## src/hdl/tws_consts.vh

```
`ifndef TWS_CONSTS_VH
`define TWS_CONSTS_VH

// ----------------------------------------
// register offsets
// ----------------------------------------
`define TWS_OFS_OWN 8'h20
`define TWS_OFS_CTL 8'h21
`define TWS_OFS_STAT 8'h22
`define TWS_OFS_DATA 8'h23

// ----------------------------------------
// link_control_reg fields
// ----------------------------------------
`define TWS_CTL_EN 7
`define TWS_CTL_TX 4
`define TWS_CTL_ACK 3

// ----------------------------------------
// link_status_reg fields
// ----------------------------------------
`define TWS_ST_DONE 7
`define TWS_ST_HIT 6
`define TWS_ST_BUSY 5
`define TWS_ST_SRW 2
`define TWS_ST_ACK_RECEIVED 0

// ----------------------------------------
// own_address_reg field and misc values
// ----------------------------------------
`define TWS_OWN_MSB 7
`define TWS_OWN_LSB 1
`define TWS_ZERO_BYTE 8'h00
`define TWS_LAST_BIT 3'h7
`define TWS_IRQ_VECTOR 12'h010

`endif

```

## src/hdl/tws_slave.v

```verilog
// Strobed register access is this design's own decision.
`timescale 1ns/1ns
`default_nettype none
`include "tws_consts.vh"

// Summary of operation
// - bus pins only pulled low or released
// - slave only, transmit or receive
// - every data byte passes data register
// - link_enable gates all port activity
// - transmit_select picks data direction
// - ack_to_send driven at ninth clock
// - byte_done low during data shift, high after
// - address hit sets flag and request
// - enabled request calls vector 10H
// - control write or mismatch clears hit
// - START sets busy, STOP clears it
// - eighth address bit stored as read request
// - master acknowledge captured in ack_received
// - transmitter releases data on no acknowledge
// - own address in bits seven to one
// - seven address bits shifted msb first
// - one interrupt for hit and byte
// - clock held low until data access
// - data bytes shifted msb first
// - matched address acknowledged low at ninth
module tws_slave (
    input wire i_mclk,
    input wire i_rst_n,
    input wire [7:0] i_addr,
    input wire [7:0] i_wdata,
    input wire i_wr,
    input wire i_rd,
    output reg [7:0] o_rdata,
    input wire i_scl,
    output reg o_scl_out,
    output reg o_scl_oe_n,
    input wire i_sda,
    output reg o_sda_out,
    output reg o_sda_oe_n,
    input wire i_irq_enable,
    input wire i_stack_full,
    output reg o_irq_request,
    output reg o_call,
    output reg [11:0] o_call_vector
);
    // ----------------------------------------
    // states
    // ----------------------------------------
    localparam [2:0] S_IDLE = 3'h0;
    localparam [2:0] S_ADDR = 3'h1;
    localparam [2:0] S_ACKD = 3'h2;
    localparam [2:0] S_ACKE = 3'h3;
    localparam [2:0] S_HOLD = 3'h4;
    localparam [2:0] S_REL = 3'h5;
    localparam [2:0] S_DATA = 3'h6;
    localparam [2:0] S_IGN = 3'h7;

    function sel;
        input [7:0] addr;
        input [7:0] ofs;
        begin
            sel = (addr == ofs);
        end
    endfunction

    // ----------------------------------------
    // registers and link state
    // ----------------------------------------
    reg [6:0] own_addr;
    reg link_enable;
    reg transmit_select;
    reg ack_to_send;
    reg byte_done_flag;
    reg address_hit_flag;
    reg bus_occupied_flag;
    reg master_read_request;
    reg ack_received;
    reg [7:0] data_reg;
    reg [7:0] shifter;
    reg [2:0] bit_cnt;
    reg [2:0] state;
    reg release_req;
    reg xmit;
    reg ack_val;
    reg scl_d;
    reg sda_d;
    reg [7:0] next_rdata;
    reg [7:0] ctl_view;
    reg [7:0] stat_view;

    wire [1:0] pins_sync;
    wire scl_s = pins_sync[1];
    wire sda_s = pins_sync[0];

    wire wr_own = i_wr & sel(i_addr, `TWS_OFS_OWN);
    wire wr_ctl = i_wr & sel(i_addr, `TWS_OFS_CTL);
    wire wr_dat = i_wr & sel(i_addr, `TWS_OFS_DATA);
    wire rd_dat = i_rd & sel(i_addr, `TWS_OFS_DATA);

    wire scl_rise = scl_s & ~scl_d;
    wire scl_fall = ~scl_s & scl_d;
    wire start_seen = scl_s & scl_d & sda_d & ~sda_s;
    wire stop_seen = scl_s & scl_d & ~sda_d & sda_s;
    wire [7:0] shift_in = {shifter[6:0], sda_s};
    wire last_bit = (bit_cnt == `TWS_LAST_BIT);

    // ----------------------------------------
    // pin sampling
    // ----------------------------------------
    tws_sync #(
        .W(2),
        .RST(2'h3)
    ) u_sync (
        .i_clk(i_mclk),
        .i_rst_n(i_rst_n),
        .i_d({i_scl, i_sda}),
        .o_q(pins_sync)
    );

    // ----------------------------------------
    // read view
    // ----------------------------------------
    always @* begin
        ctl_view = `TWS_ZERO_BYTE;
        ctl_view[`TWS_CTL_EN] = link_enable;
        ctl_view[`TWS_CTL_TX] = transmit_select;
        ctl_view[`TWS_CTL_ACK] = ack_to_send;
        stat_view = `TWS_ZERO_BYTE;
        stat_view[`TWS_ST_DONE] = byte_done_flag;
        stat_view[`TWS_ST_HIT] = address_hit_flag;
        stat_view[`TWS_ST_BUSY] = bus_occupied_flag;
        stat_view[`TWS_ST_SRW] = master_read_request;
        stat_view[`TWS_ST_ACK_RECEIVED] = ack_received;
        next_rdata = `TWS_ZERO_BYTE;
        if (sel(i_addr, `TWS_OFS_OWN)) begin
            next_rdata[`TWS_OWN_MSB:`TWS_OWN_LSB] = own_addr;
        end else if (sel(i_addr, `TWS_OFS_CTL)) begin
            next_rdata = ctl_view;
        end else if (sel(i_addr, `TWS_OFS_STAT)) begin
            next_rdata = stat_view;
        end else if (sel(i_addr, `TWS_OFS_DATA)) begin
            next_rdata = data_reg;
        end
    end

    // ----------------------------------------
    // main sequencer
    // ----------------------------------------
    always @(posedge i_mclk or negedge i_rst_n) begin
        if (!i_rst_n) begin
            o_rdata <= `TWS_ZERO_BYTE;
            o_scl_out <= 1'b0;
            o_scl_oe_n <= 1'b1;
            o_sda_out <= 1'b0;
            o_sda_oe_n <= 1'b1;
            o_irq_request <= 1'b0;
            o_call <= 1'b0;
            o_call_vector <= `TWS_IRQ_VECTOR;
            own_addr <= 7'h00;
            link_enable <= 1'b0;
            transmit_select <= 1'b0;
            ack_to_send <= 1'b0;
            byte_done_flag <= 1'b0;
            address_hit_flag <= 1'b0;
            bus_occupied_flag <= 1'b0;
            master_read_request <= 1'b0;
            ack_received <= 1'b0;
            data_reg <= `TWS_ZERO_BYTE;
            shifter <= `TWS_ZERO_BYTE;
            bit_cnt <= 3'h0;
            state <= S_IDLE;
            release_req <= 1'b0;
            xmit <= 1'b0;
            ack_val <= 1'b1;
            scl_d <= 1'b1;
            sda_d <= 1'b1;
        end else begin
            // pins are only ever pulled low; level comes from pull-ups
            o_scl_out <= 1'b0;
            o_sda_out <= 1'b0;
            o_call_vector <= `TWS_IRQ_VECTOR;
            o_call <= 1'b0;
            scl_d <= scl_s;
            sda_d <= sda_s;
            o_rdata <= i_rd ? next_rdata : `TWS_ZERO_BYTE;
            if (wr_ctl) begin
                address_hit_flag <= 1'b0;
            end
            // the call consumes the request; a new event below re-arms it
            if (o_irq_request & i_irq_enable & ~i_stack_full) begin
                o_call <= 1'b1;
                o_irq_request <= 1'b0;
            end
            if (!link_enable) begin
                state <= S_IDLE;
                o_scl_oe_n <= 1'b1;
                o_sda_oe_n <= 1'b1;
                bus_occupied_flag <= 1'b0;
            end else if (start_seen) begin
                bus_occupied_flag <= 1'b1;
                state <= S_ADDR;
                bit_cnt <= 3'h0;
                xmit <= 1'b0;
                o_scl_oe_n <= 1'b1;
                o_sda_oe_n <= 1'b1;
            end else if (stop_seen) begin
                bus_occupied_flag <= 1'b0;
                state <= S_IDLE;
                o_scl_oe_n <= 1'b1;
                o_sda_oe_n <= 1'b1;
            end else begin
                case (state)
                    S_ADDR: begin
                        if (scl_rise) begin
                            shifter <= shift_in;
                            bit_cnt <= bit_cnt + 3'h1;
                            if (last_bit) begin
                                if (shifter[6:0] == own_addr) begin
                                    address_hit_flag <= 1'b1;
                                    o_irq_request <= 1'b1;
                                    master_read_request <= sda_s;
                                    byte_done_flag <= 1'b1;
                                    release_req <= 1'b0;
                                    ack_val <= 1'b0;
                                    state <= S_ACKD;
                                end else begin
                                    address_hit_flag <= 1'b0;
                                    state <= S_IGN;
                                end
                            end
                        end
                    end
                    S_ACKD: begin
                        if (scl_fall) begin
                            o_sda_oe_n <= ack_val;
                            state <= S_ACKE;
                        end
                    end
                    S_ACKE: begin
                        if (scl_rise && xmit) begin
                            ack_received <= sda_s;
                        end
                        if (scl_fall) begin
                            o_sda_oe_n <= 1'b1;
                            if (xmit && ack_received) begin
                                // leave the bus to the master for STOP
                                state <= S_IGN;
                            end else begin
                                o_scl_oe_n <= 1'b0;
                                state <= S_HOLD;
                            end
                        end
                    end
                    S_HOLD: begin
                        if (release_req) begin
                            release_req <= 1'b0;
                            bit_cnt <= 3'h0;
                            byte_done_flag <= 1'b0;
                            xmit <= transmit_select;
                            shifter <= data_reg;
                            if (transmit_select) begin
                                o_sda_oe_n <= data_reg[7];
                            end
                            state <= S_REL;
                        end
                    end
                    S_REL: begin
                        // one cycle of data setup before scl is let go
                        o_scl_oe_n <= 1'b1;
                        state <= S_DATA;
                    end
                    S_DATA: begin
                        if (scl_rise) begin
                            bit_cnt <= bit_cnt + 3'h1;
                            if (!xmit) begin
                                shifter <= shift_in;
                            end
                            if (last_bit) begin
                                byte_done_flag <= 1'b1;
                                o_irq_request <= 1'b1;
                                if (!xmit) begin
                                    data_reg <= shift_in;
                                end
                                ack_val <= xmit | ack_to_send;
                                state <= S_ACKD;
                            end
                        end else if (scl_fall && xmit) begin
                            shifter <= {shifter[6:0], 1'b0};
                            o_sda_oe_n <= shifter[6];
                        end
                    end
                    S_IGN: begin
                        o_scl_oe_n <= 1'b1;
                        o_sda_oe_n <= 1'b1;
                    end
                    default: begin
                        o_scl_oe_n <= 1'b1;
                        o_sda_oe_n <= 1'b1;
                    end
                endcase
            end
            // software writes follow the link so a store wins a collision
            if (wr_own) begin
                own_addr <= i_wdata[`TWS_OWN_MSB:`TWS_OWN_LSB];
            end
            if (wr_ctl) begin
                link_enable <= i_wdata[`TWS_CTL_EN];
                transmit_select <= i_wdata[`TWS_CTL_TX];
                ack_to_send <= i_wdata[`TWS_CTL_ACK];
            end
            if (wr_dat) begin
                data_reg <= i_wdata;
            end
            if (wr_dat | rd_dat) begin
                release_req <= 1'b1;
            end
        end
    end
endmodule

`default_nettype wire

```

## src/hdl/tws_sync.v

```verilog
`timescale 1ns/1ns
`default_nettype none

// ----------------------------------------
// two-flop synchroniser, one per bit
// ----------------------------------------
module tws_sync #(
    parameter W = 2,
    parameter [W-1:0] RST = {W{1'b1}}
) (
    input wire i_clk,
    input wire i_rst_n,
    input wire [W-1:0] i_d,
    output wire [W-1:0] o_q
);
    genvar g;
    generate
        for (g = 0; g < W; g = g + 1) begin : g_bit
            reg meta;
            reg stable;
            // meta feeds only the second flop
            always @(posedge i_clk or negedge i_rst_n) begin
                if (!i_rst_n) begin
                    meta <= RST[g];
                    stable <= RST[g];
                end else begin
                    meta <= i_d[g];
                    stable <= meta;
                end
            end
            assign o_q[g] = stable;
        end
    endgenerate
endmodule

`default_nettype wire

```

## config.mk

```make
export PLATFORM = sky130hd
export DESIGN_NAME = tws_slave
export DESIGN_NICKNAME = d
export VERILOG_FILES = /design/src/hdl/tws_slave.v /design/src/hdl/tws_sync.v
export VERILOG_INCLUDE_DIRS = /design/src /design/src/hdl
export SDC_FILE = /design/constraint.sdc
export NUM_CORES = 1
export LEC_CHECK = 0
export ABC_AREA = 1
export BUFFER_PORTS_ARGS = -buffer_cell sky130_fd_sc_hd__buf_2
export CAP_MARGIN = 20
export CORE_MARGIN = 5
export CORE_UTILIZATION = 59
export CTS_BUF_LIST = sky130_fd_sc_hd__clkbuf_2
export CTS_CLUSTER_SIZE = 30
export DETAILED_ROUTE_END_ITERATION = 12
export GPL_TIMING_DRIVEN = 0
export PLACE_DENSITY = 0.83
export REMOVE_ABC_BUFFERS = 1
export SLEW_MARGIN = 10
export SYNTH_ARGS = -nofsm -noshare
export SYNTH_HDL_FRONTEND = slang
export SYNTH_SLANG_ARGS = --single-unit
```

## constraint.sdc

```tcl
create_clock -name i_mclk -period 2.2 [get_ports i_mclk]
set_input_delay 0 -clock i_mclk [delete_from_list [all_inputs] [get_ports i_mclk]]
set_output_delay 0 -clock i_mclk [all_outputs]
set_load 0.005 [all_outputs]
```

==> impl_metrics.ini, run 1 <==
[setup_path]
worstSetupEndpointType = flop
rr_endpoint = shifter[0]$_DFFE_PN0P_
path_delay_family = buffers and inverters
path_class = input port to flop
slowest_stage = dlygate4sd3_1
reg2reg_depth = 7
crit_top_cell = dlygate4sd3_1
crit_fanout = 4
crit_path_max_incr_delay_ps = 640
crit_chain = dlygate4sd3_1 -> buf_2 -> nor2_2 -> inv_1 -> nor3_4 -> dlygate4sd3_1 -> o21ai_0 -> a21oi_1 -> dlygate4sd3_1
reg2reg_slack_ps = 360
start_kind = input port
regToRegStartpoint = u_sync.g_bit[0].stable$_DFF_PN1_
crit_arrival_ps = 2490
critPathRequiredTime_ps = 2600
cp.buffers_inverters = 5

[grt]
gr-usage-met3_pct = 5.25
grt_usage_pct = 24.2
grt_use_met2_pct = 36.8
grt_pass1_wl_um = 13600
grt_pass1_vias = 2861
top_usage_layer = met2
grt_antenna_before_repair = 0
grt_max_degree = 35
met1_usage_pct = 33.8
overflow = 0

[floorplan]
die_height_um = 83.1
fp.dieW_um = 83.1
initial_core_util_pct = 61.4
coreArea_um2 = 5140
dieArea_um2 = 6910
ios = 50
rows = 26

[routing]
drt-initial-drc-count = 249
avgViaCountPerCell = 5.35
wirelength_um = 8130
drc = 0
antenna_left = 0
drt_first_pass_iters = 7
wire_per_inst_um = 14.5
vias = 2999

[synthesis]
ys_types = 33
synth_most_common_cell = nand2_1
synthArstFlopShare_pct = 100
yosysTopAreaCellShare_pct = 38.1
ys_top_cells_by_area = dfrtp_1, nand2_1, dfstp_2, o21ai_0, inv_1
yosysTopAreaCell = dfrtp_1
netlist_area_um2 = 3150
synth_common_cells = nand2_1, dfrtp_1, inv_1
yosys_warnings = 0
yosysSeqAreaShare_pct = 45.6
postSynthAreaPerCell_um2 = 7.66
synth_edf_count = 0
ys_ff_latch = 57
synth_flop_cell = dfrtp_1
netlist_instances = 412

[place]
finalWeightedCongestion = 0.941
numPortBuffers = 35
hpwlAfterDp_um = 5640

[layout]
areaGrowthSynthToFinish_pct = 19.8
diodes = 0
fin_nets = 512
postLayoutCoreUtil_pct = 73.5
nFillCells = 402
drive_above_1_share_pct = 18.9

[clock_network]
clock_latency_ps = 450
cts_buffer_depth = 2
root_buffer = clkbuf_2
clkSinkCount = 57
cts_buffers = 9
htreeDepth = 3
clkTransAtPathRegs_ps = 160
cts_tree = yes

[timing]
min_period_over_period_pct = 94.8
finalHoldViolations = 0
fin_skew_ps = 21.4
rsz0062_at_grt = no
fmax_mhz = 480
final.min_clock_period_ps = 2080
worstMarginPinSlew_ps = 561
setup_viol = 0
report.final.slew_viol_count = 0
max_slew_margin_pct = 62.6
setup-tns-final_ps = 0

[power_and_ir_drop]
irDropWorstVdd_uv = 623
power_density_nw_per_um2 = 891
leakage_nw = 1.99

[status]
status = finished, final reports clean

[hold_path]
min_path_type = input port to asynchronous set/reset pin

[job]
drv_cap = 0
[power breakdown]
group          internal [W]  switching, W
clock network      0.000261      0.000375
registers           0.00124      0.000191
logic              0.000452      0.000850
total               0.00195       0.00142
[worst reg2reg max path: stages (launching register included)]
cell     delay (ps)
dfstp_2         600
inv_1           100
nand3_1         220
nand2_1         130
nor3_4          330
nand2_2         200
nand2_1          90
o21ai_1          60
[cells by family (layout without fill, tap and decap cells)]
| group | Yosys count | after routing | share of synthesized area (%) |
|---|---|---|---|
| simple gates | 212 | 212 | 30.7 |
| buf+inv | 69 | 136 | 10.6 |
| flops | 57 | 57 | 45.6 |
| xor+xnor | 4 | 4 | 1.11 |
| other cells | 2 | 14 | 0.238 |
| fa+ha+maj | 2 | 2 | 0.793 |
| compound gates | 66 | 66 | 11.1 |
[cells in the final DEF, fill, tap and decap left out, types with 11 or more instances in the layout]
cell / instances
a21oi_1: 13
buf_2: 35
clkbuf_2: 11
conb_1: 14
dfrtp_1: 48
dlygate4sd3_1: 26
inv_1: 43
nand2_1: 116
nand3_1: 28
nor2_1: 32
o21ai_0: 37
[worst max-delay path by stage]
stage	startpoint	endpoint	slack, ps	cells past startpoint
5_1_grt	i_addr[2]	o_rdata[4]$_DFF_PN0_	9	9
2_1_floorplan	u_sync.g_bit[0].stable$_DFF_PN1_	shifter[0]$_DFFE_PN0P_	690	7
6_report	i_addr[2]	o_rdata[4]$_DFF_PN0_	120	9
4_1_cts	i_addr[2]	o_rdata[4]$_DFF_PN0_	60	9
3_3_place_gp	u_sync.g_bit[1].stable$_DFF_PN1_	data_reg[6]$_DFFE_PN0P_	300	6
3_5_place_dp	u_sync.g_bit[1].stable$_DFF_PN1_	data_reg[2]$_DFFE_PN0P_	270	6
[area by class of cell]
class | count | area [um2] | area share (%)
clock buffers | 11 | 55.1 | 1.46
clock inverters | 5 | 46.3 | 1.22
inverters | 50 | 191 | 5.06
multi-input cells | 298 | 1430 | 37.9
flip-flops and latches | 57 | 1440 | 38.0
well taps | 70 | 87.6 | 2.32
repair buffers | 70 | 528 | 14.0
[what timing repair did]
item	4_1_cts	5_1_grt
buffers inserted	0	8
gates resized for setup	0	2
endpoints found under the setup margin	0	10
hold buffers	26	0
endpoints found under the hold margin	85	0
[through the flow]
stage	hold slack, ps	power [W]	cell area, um2	std cells	setup WS [ps]
floorplan	-296	0.00234	3050	405	688
finish	46.3	0.00337	3780	561	115
global route	86.3	0.00364	3780	561	8.51
detailed placement	14.4	0.00269	3340	511	269
CTS	13.4	0.00335	3700	553	57.5
global placement	106	0.00266	3320	510	298
[per-layer routing]
metal	up-vias	part of all wire (%)
li1	1446	-
met1	1357	42
met2	177	45
met3	19	10
met4	0	2.3
met5	-	0
Power figures use the tool's default switching activity.
==> inputs of run 2 (changes only) <==
--- a/config.mk
+++ b/config.mk
@@ -6,7 +6,6 @@
 export SDC_FILE = /design/constraint.sdc
 export NUM_CORES = 1
 export LEC_CHECK = 0
-export ABC_AREA = 1
 export BUFFER_PORTS_ARGS = -buffer_cell sky130_fd_sc_hd__buf_2
 export CAP_MARGIN = 20
 export CORE_MARGIN = 5
==> run 2 against run 1 <==
Die area decreased by 0.66%. Sequential power shrank 22%. Critical path depth shrank 3. Clock skew hardly changed. Wire length shrank 14%. Non-clock buffer count shrank 12. Cell area decreased by 4.5%. Clock power shrank 20%. Utilization fell by 3.3 points. Maximum frequency is 1.3% lower. Critical path type is now flop to flop. Via count down 21%. Final cell count decreased by 27%.
==> impl_metrics.ini, run 2 <==
[synthesis]
yosys_warnings = 0
synth_most_common_cell = dfrtp_1
netlist_instances = 280
synth_flop_cell = dfrtp_1
synth_common_cells = dfrtp_1, nor2_1, mux2_2
netlist_area_um2 = 3130
yosysTopAreaCell = dfrtp_1
postSynthAreaPerCell_um2 = 11.2
ys_top_cells_by_area = dfrtp_1, dfstp_2, mux2_2, buf_4, mux2_4
ys_ff_latch = 57
synth_edf_count = 0
synthArstFlopShare_pct = 100
ys_types = 67
yosysTopAreaCellShare_pct = 38.4
yosysSeqAreaShare_pct = 45.9

[timing]
rsz0062_at_grt = no
min_period_over_period_pct = 96.0
setup_viol = 0
setup-tns-final_ps = 0
report.final.slew_viol_count = 0
fmax_mhz = 473
fin_skew_ps = 21.4
max_slew_margin_pct = 49.6
finalHoldViolations = 0
final.min_clock_period_ps = 2110
worstMarginPinSlew_ps = 754

[layout]
regArea_um2 = 1440
areaGrowthSynthToFinish_pct = 15.3
design_area_um2 = 3610
final_cell_mix = dfrtp_1, buf_2, dlygate4sd3_1
multi_input_area_um2 = 1550
postLayoutCoreUtil_pct = 70.2
final_common_cell = dfrtp_1
drive_above_1_share_pct = 34.2
diodes = 0
fin_nets = 364
nFillCells = 377
fin_cells = 412

[clock_network]
root_buffer = clkbuf_2
htreeDepth = 3
cts_tree = yes
cts_buffers = 9
clkSinkCount = 57
clock_latency_ps = 450
cts_buffer_depth = 2
clkTransAtPathRegs_ps = 160

[routing]
avgViaCountPerCell = 5.77
drt-initial-drc-count = 218
wire_per_inst_um = 17.0
vias = 2377
antenna_left = 0
drc = 0
wirelength_um = 6990
drt_first_pass_iters = 4

[power_and_ir_drop]
p_sw_w = 0.000543
leakage_nw = 1.68
clkPwrFrac_pct = 27.0
sw_frac_of_total_pct = 28.8
seqPwrFrac_pct = 59.6
combPwrFrac_pct = 13.5
power_density_nw_per_um2 = 523
p_int_w = 0.00134
irDropWorstVdd_uv = 316

[setup_path]
crit_arrival_ps = 2470
crit_path_max_incr_delay_ps = 620
crit_chain = nand2b_1 -> o22ai_1 -> nand2_2 -> a311oi_4 -> buf_4 -> mux2_4
critPathRequiredTime_ps = 2550
slowest_stage = dfrtp_4
path_class = flop to flop
start_kind = flop
worstSetupEndpointType = flop
crit_fanout = 23

[floorplan]
fp.dieW_um = 82.8
rows = 26
initial_core_util_pct = 60.9
ios = 50
coreArea_um2 = 5140
dieArea_um2 = 6860
die_height_um = 82.8

[grt]
grt_pass1_wl_um = 12100
grt_usage_pct = 21.9
grt_max_degree = 35
overflow = 0
grt_antenna_before_repair = 0
grt_pass1_vias = 2333

[hold_path]
min_path_type = input port to asynchronous set/reset pin

[job]
drv_cap = 0

[place]
finalWeightedCongestion = 0.865
placed_cell_area_um2 = 3300
hpwlAfterDp_um = 4900
numPortBuffers = 35
dp.cells = 375

[status]
status = finished, final reports clean
-- run 2: changes by cell type after synthesis, sizes merged, moves of 17 or more --
cell | before | now
mux2 | 0 | 28
o21ai | 44 | 16
nand2 | 124 | 14
inv | 49 | 11
nand3 | 30 | 3
nor2 | 36 | 19
-- run 2: final timing paths --
path,slack (ps),to,depth (start not counted),start
setup reg to reg,90,shifter[1]$_DFFE_PN0P_,6,state[1]$_DFFE_PN0P_
setup / recovery,90,shifter[1]$_DFFE_PN0P_,6,state[1]$_DFFE_PN0P_
hold reg to reg,350,u_sync.g_bit[0].stable$_DFF_PN1_,0,u_sync.g_bit[0].meta$_DFF_PN1_
min in group i_mclk,50,o_rdata[6]$_DFF_PN0_,4,i_addr[3]
hold / removal,50,own_addr[6]$_DFFE_PN0P_,2,i_rst_n
max in group asynchronous,1500,u_sync.g_bit[0].meta$_DFF_PN1_,3,i_rst_n
-- run 2: cells by family (layout without fill, tap and decap cells) --
family	after synthesis	count (layout)	share of synthesized area (%)
AO/OA/AOI/OAI	63	63	15.5
XOR/XNOR	9	9	2.52
adder cells (fa/ha/maj)	2	2	0.799
buffers and inverters	34	84	6.31
flip-flops	57	57	45.9
multiplexers	37	37	14.2
other	2	14	0.240
AND/OR/NAND/NOR	76	76	14.5
-- run 2: final cells by class --
| cell class | count | share of cell area [%] |
|---|---|---|
| Clock buffer | 11 | 1.53 |
| Inverter | 11 | 1.14 |
| Timing Repair Buffer | 58 | 11.4 |
| Clock inverter | 4 | 0.589 |
| Multi-Input combinational cell | 201 | 42.9 |
| Sequential cell | 57 | 40.0 |
| Tap cell | 70 | 2.43 |
-- run 2: critical path: cells and delay by family, from the launching register on --
family / cells / cell delay (ps)
AOI/OAI and AO/OA: 2 / 550
and+or+nand+nor: 2 / 340
muxes: 1 / 300
buffers and inverters: 1 / 210
DFF: 1 / 620
-- run 2: routing by layer --
metal  global-route usage (%)  vias to the layer above  wire length [um]  part of all wire (%)
li1                         -                     1118                 -                     -
met1                     30.9                     1140              3140                    45
met2                     32.0                      103              3220                    46
met3                     5.64                       16               495                   7.1
met4                     9.06                        0               137                   2.0
met5                        0                        -                 0                     0
-- run 2: power groups by stage --
| stage | combinational, W | sequential [W] | clock, W |
|---|---|---|---|
| detailed placement | 0.000223 | 0.00114 | 0 |
| CTS | 0.000250 | 0.00112 | 0.000522 |
| global placement | 0.000213 | 0.00114 | 0 |
| global route | 0.000282 | 0.00113 | 0.000577 |
| finish | 0.000255 | 0.00112 | 0.000509 |
| floorplan | 0.000135 | 0.00113 | 0 |
-- run 2: what timing repair did --
action,4_1_cts,5_1_grt
endpoints found under the setup margin,10,2
resized for setup,6,1
hold buffers,20,0
setup buffers,2,0
hold endpoints to repair,85,0
pin swaps,1,0
-- run 2: stage by stage --
step	total power (W)	setup WS [ps]	hold WS [ps]
6_report	0.00189	87.1	46.5
3_3_place_gp	0.00135	-184	105
3_5_place_dp	0.00136	-231	16.0
2_1_floorplan	0.00126	154	-296
4_1_cts	0.00190	64.8	29.2
5_1_grt	0.00199	8.51	16.9
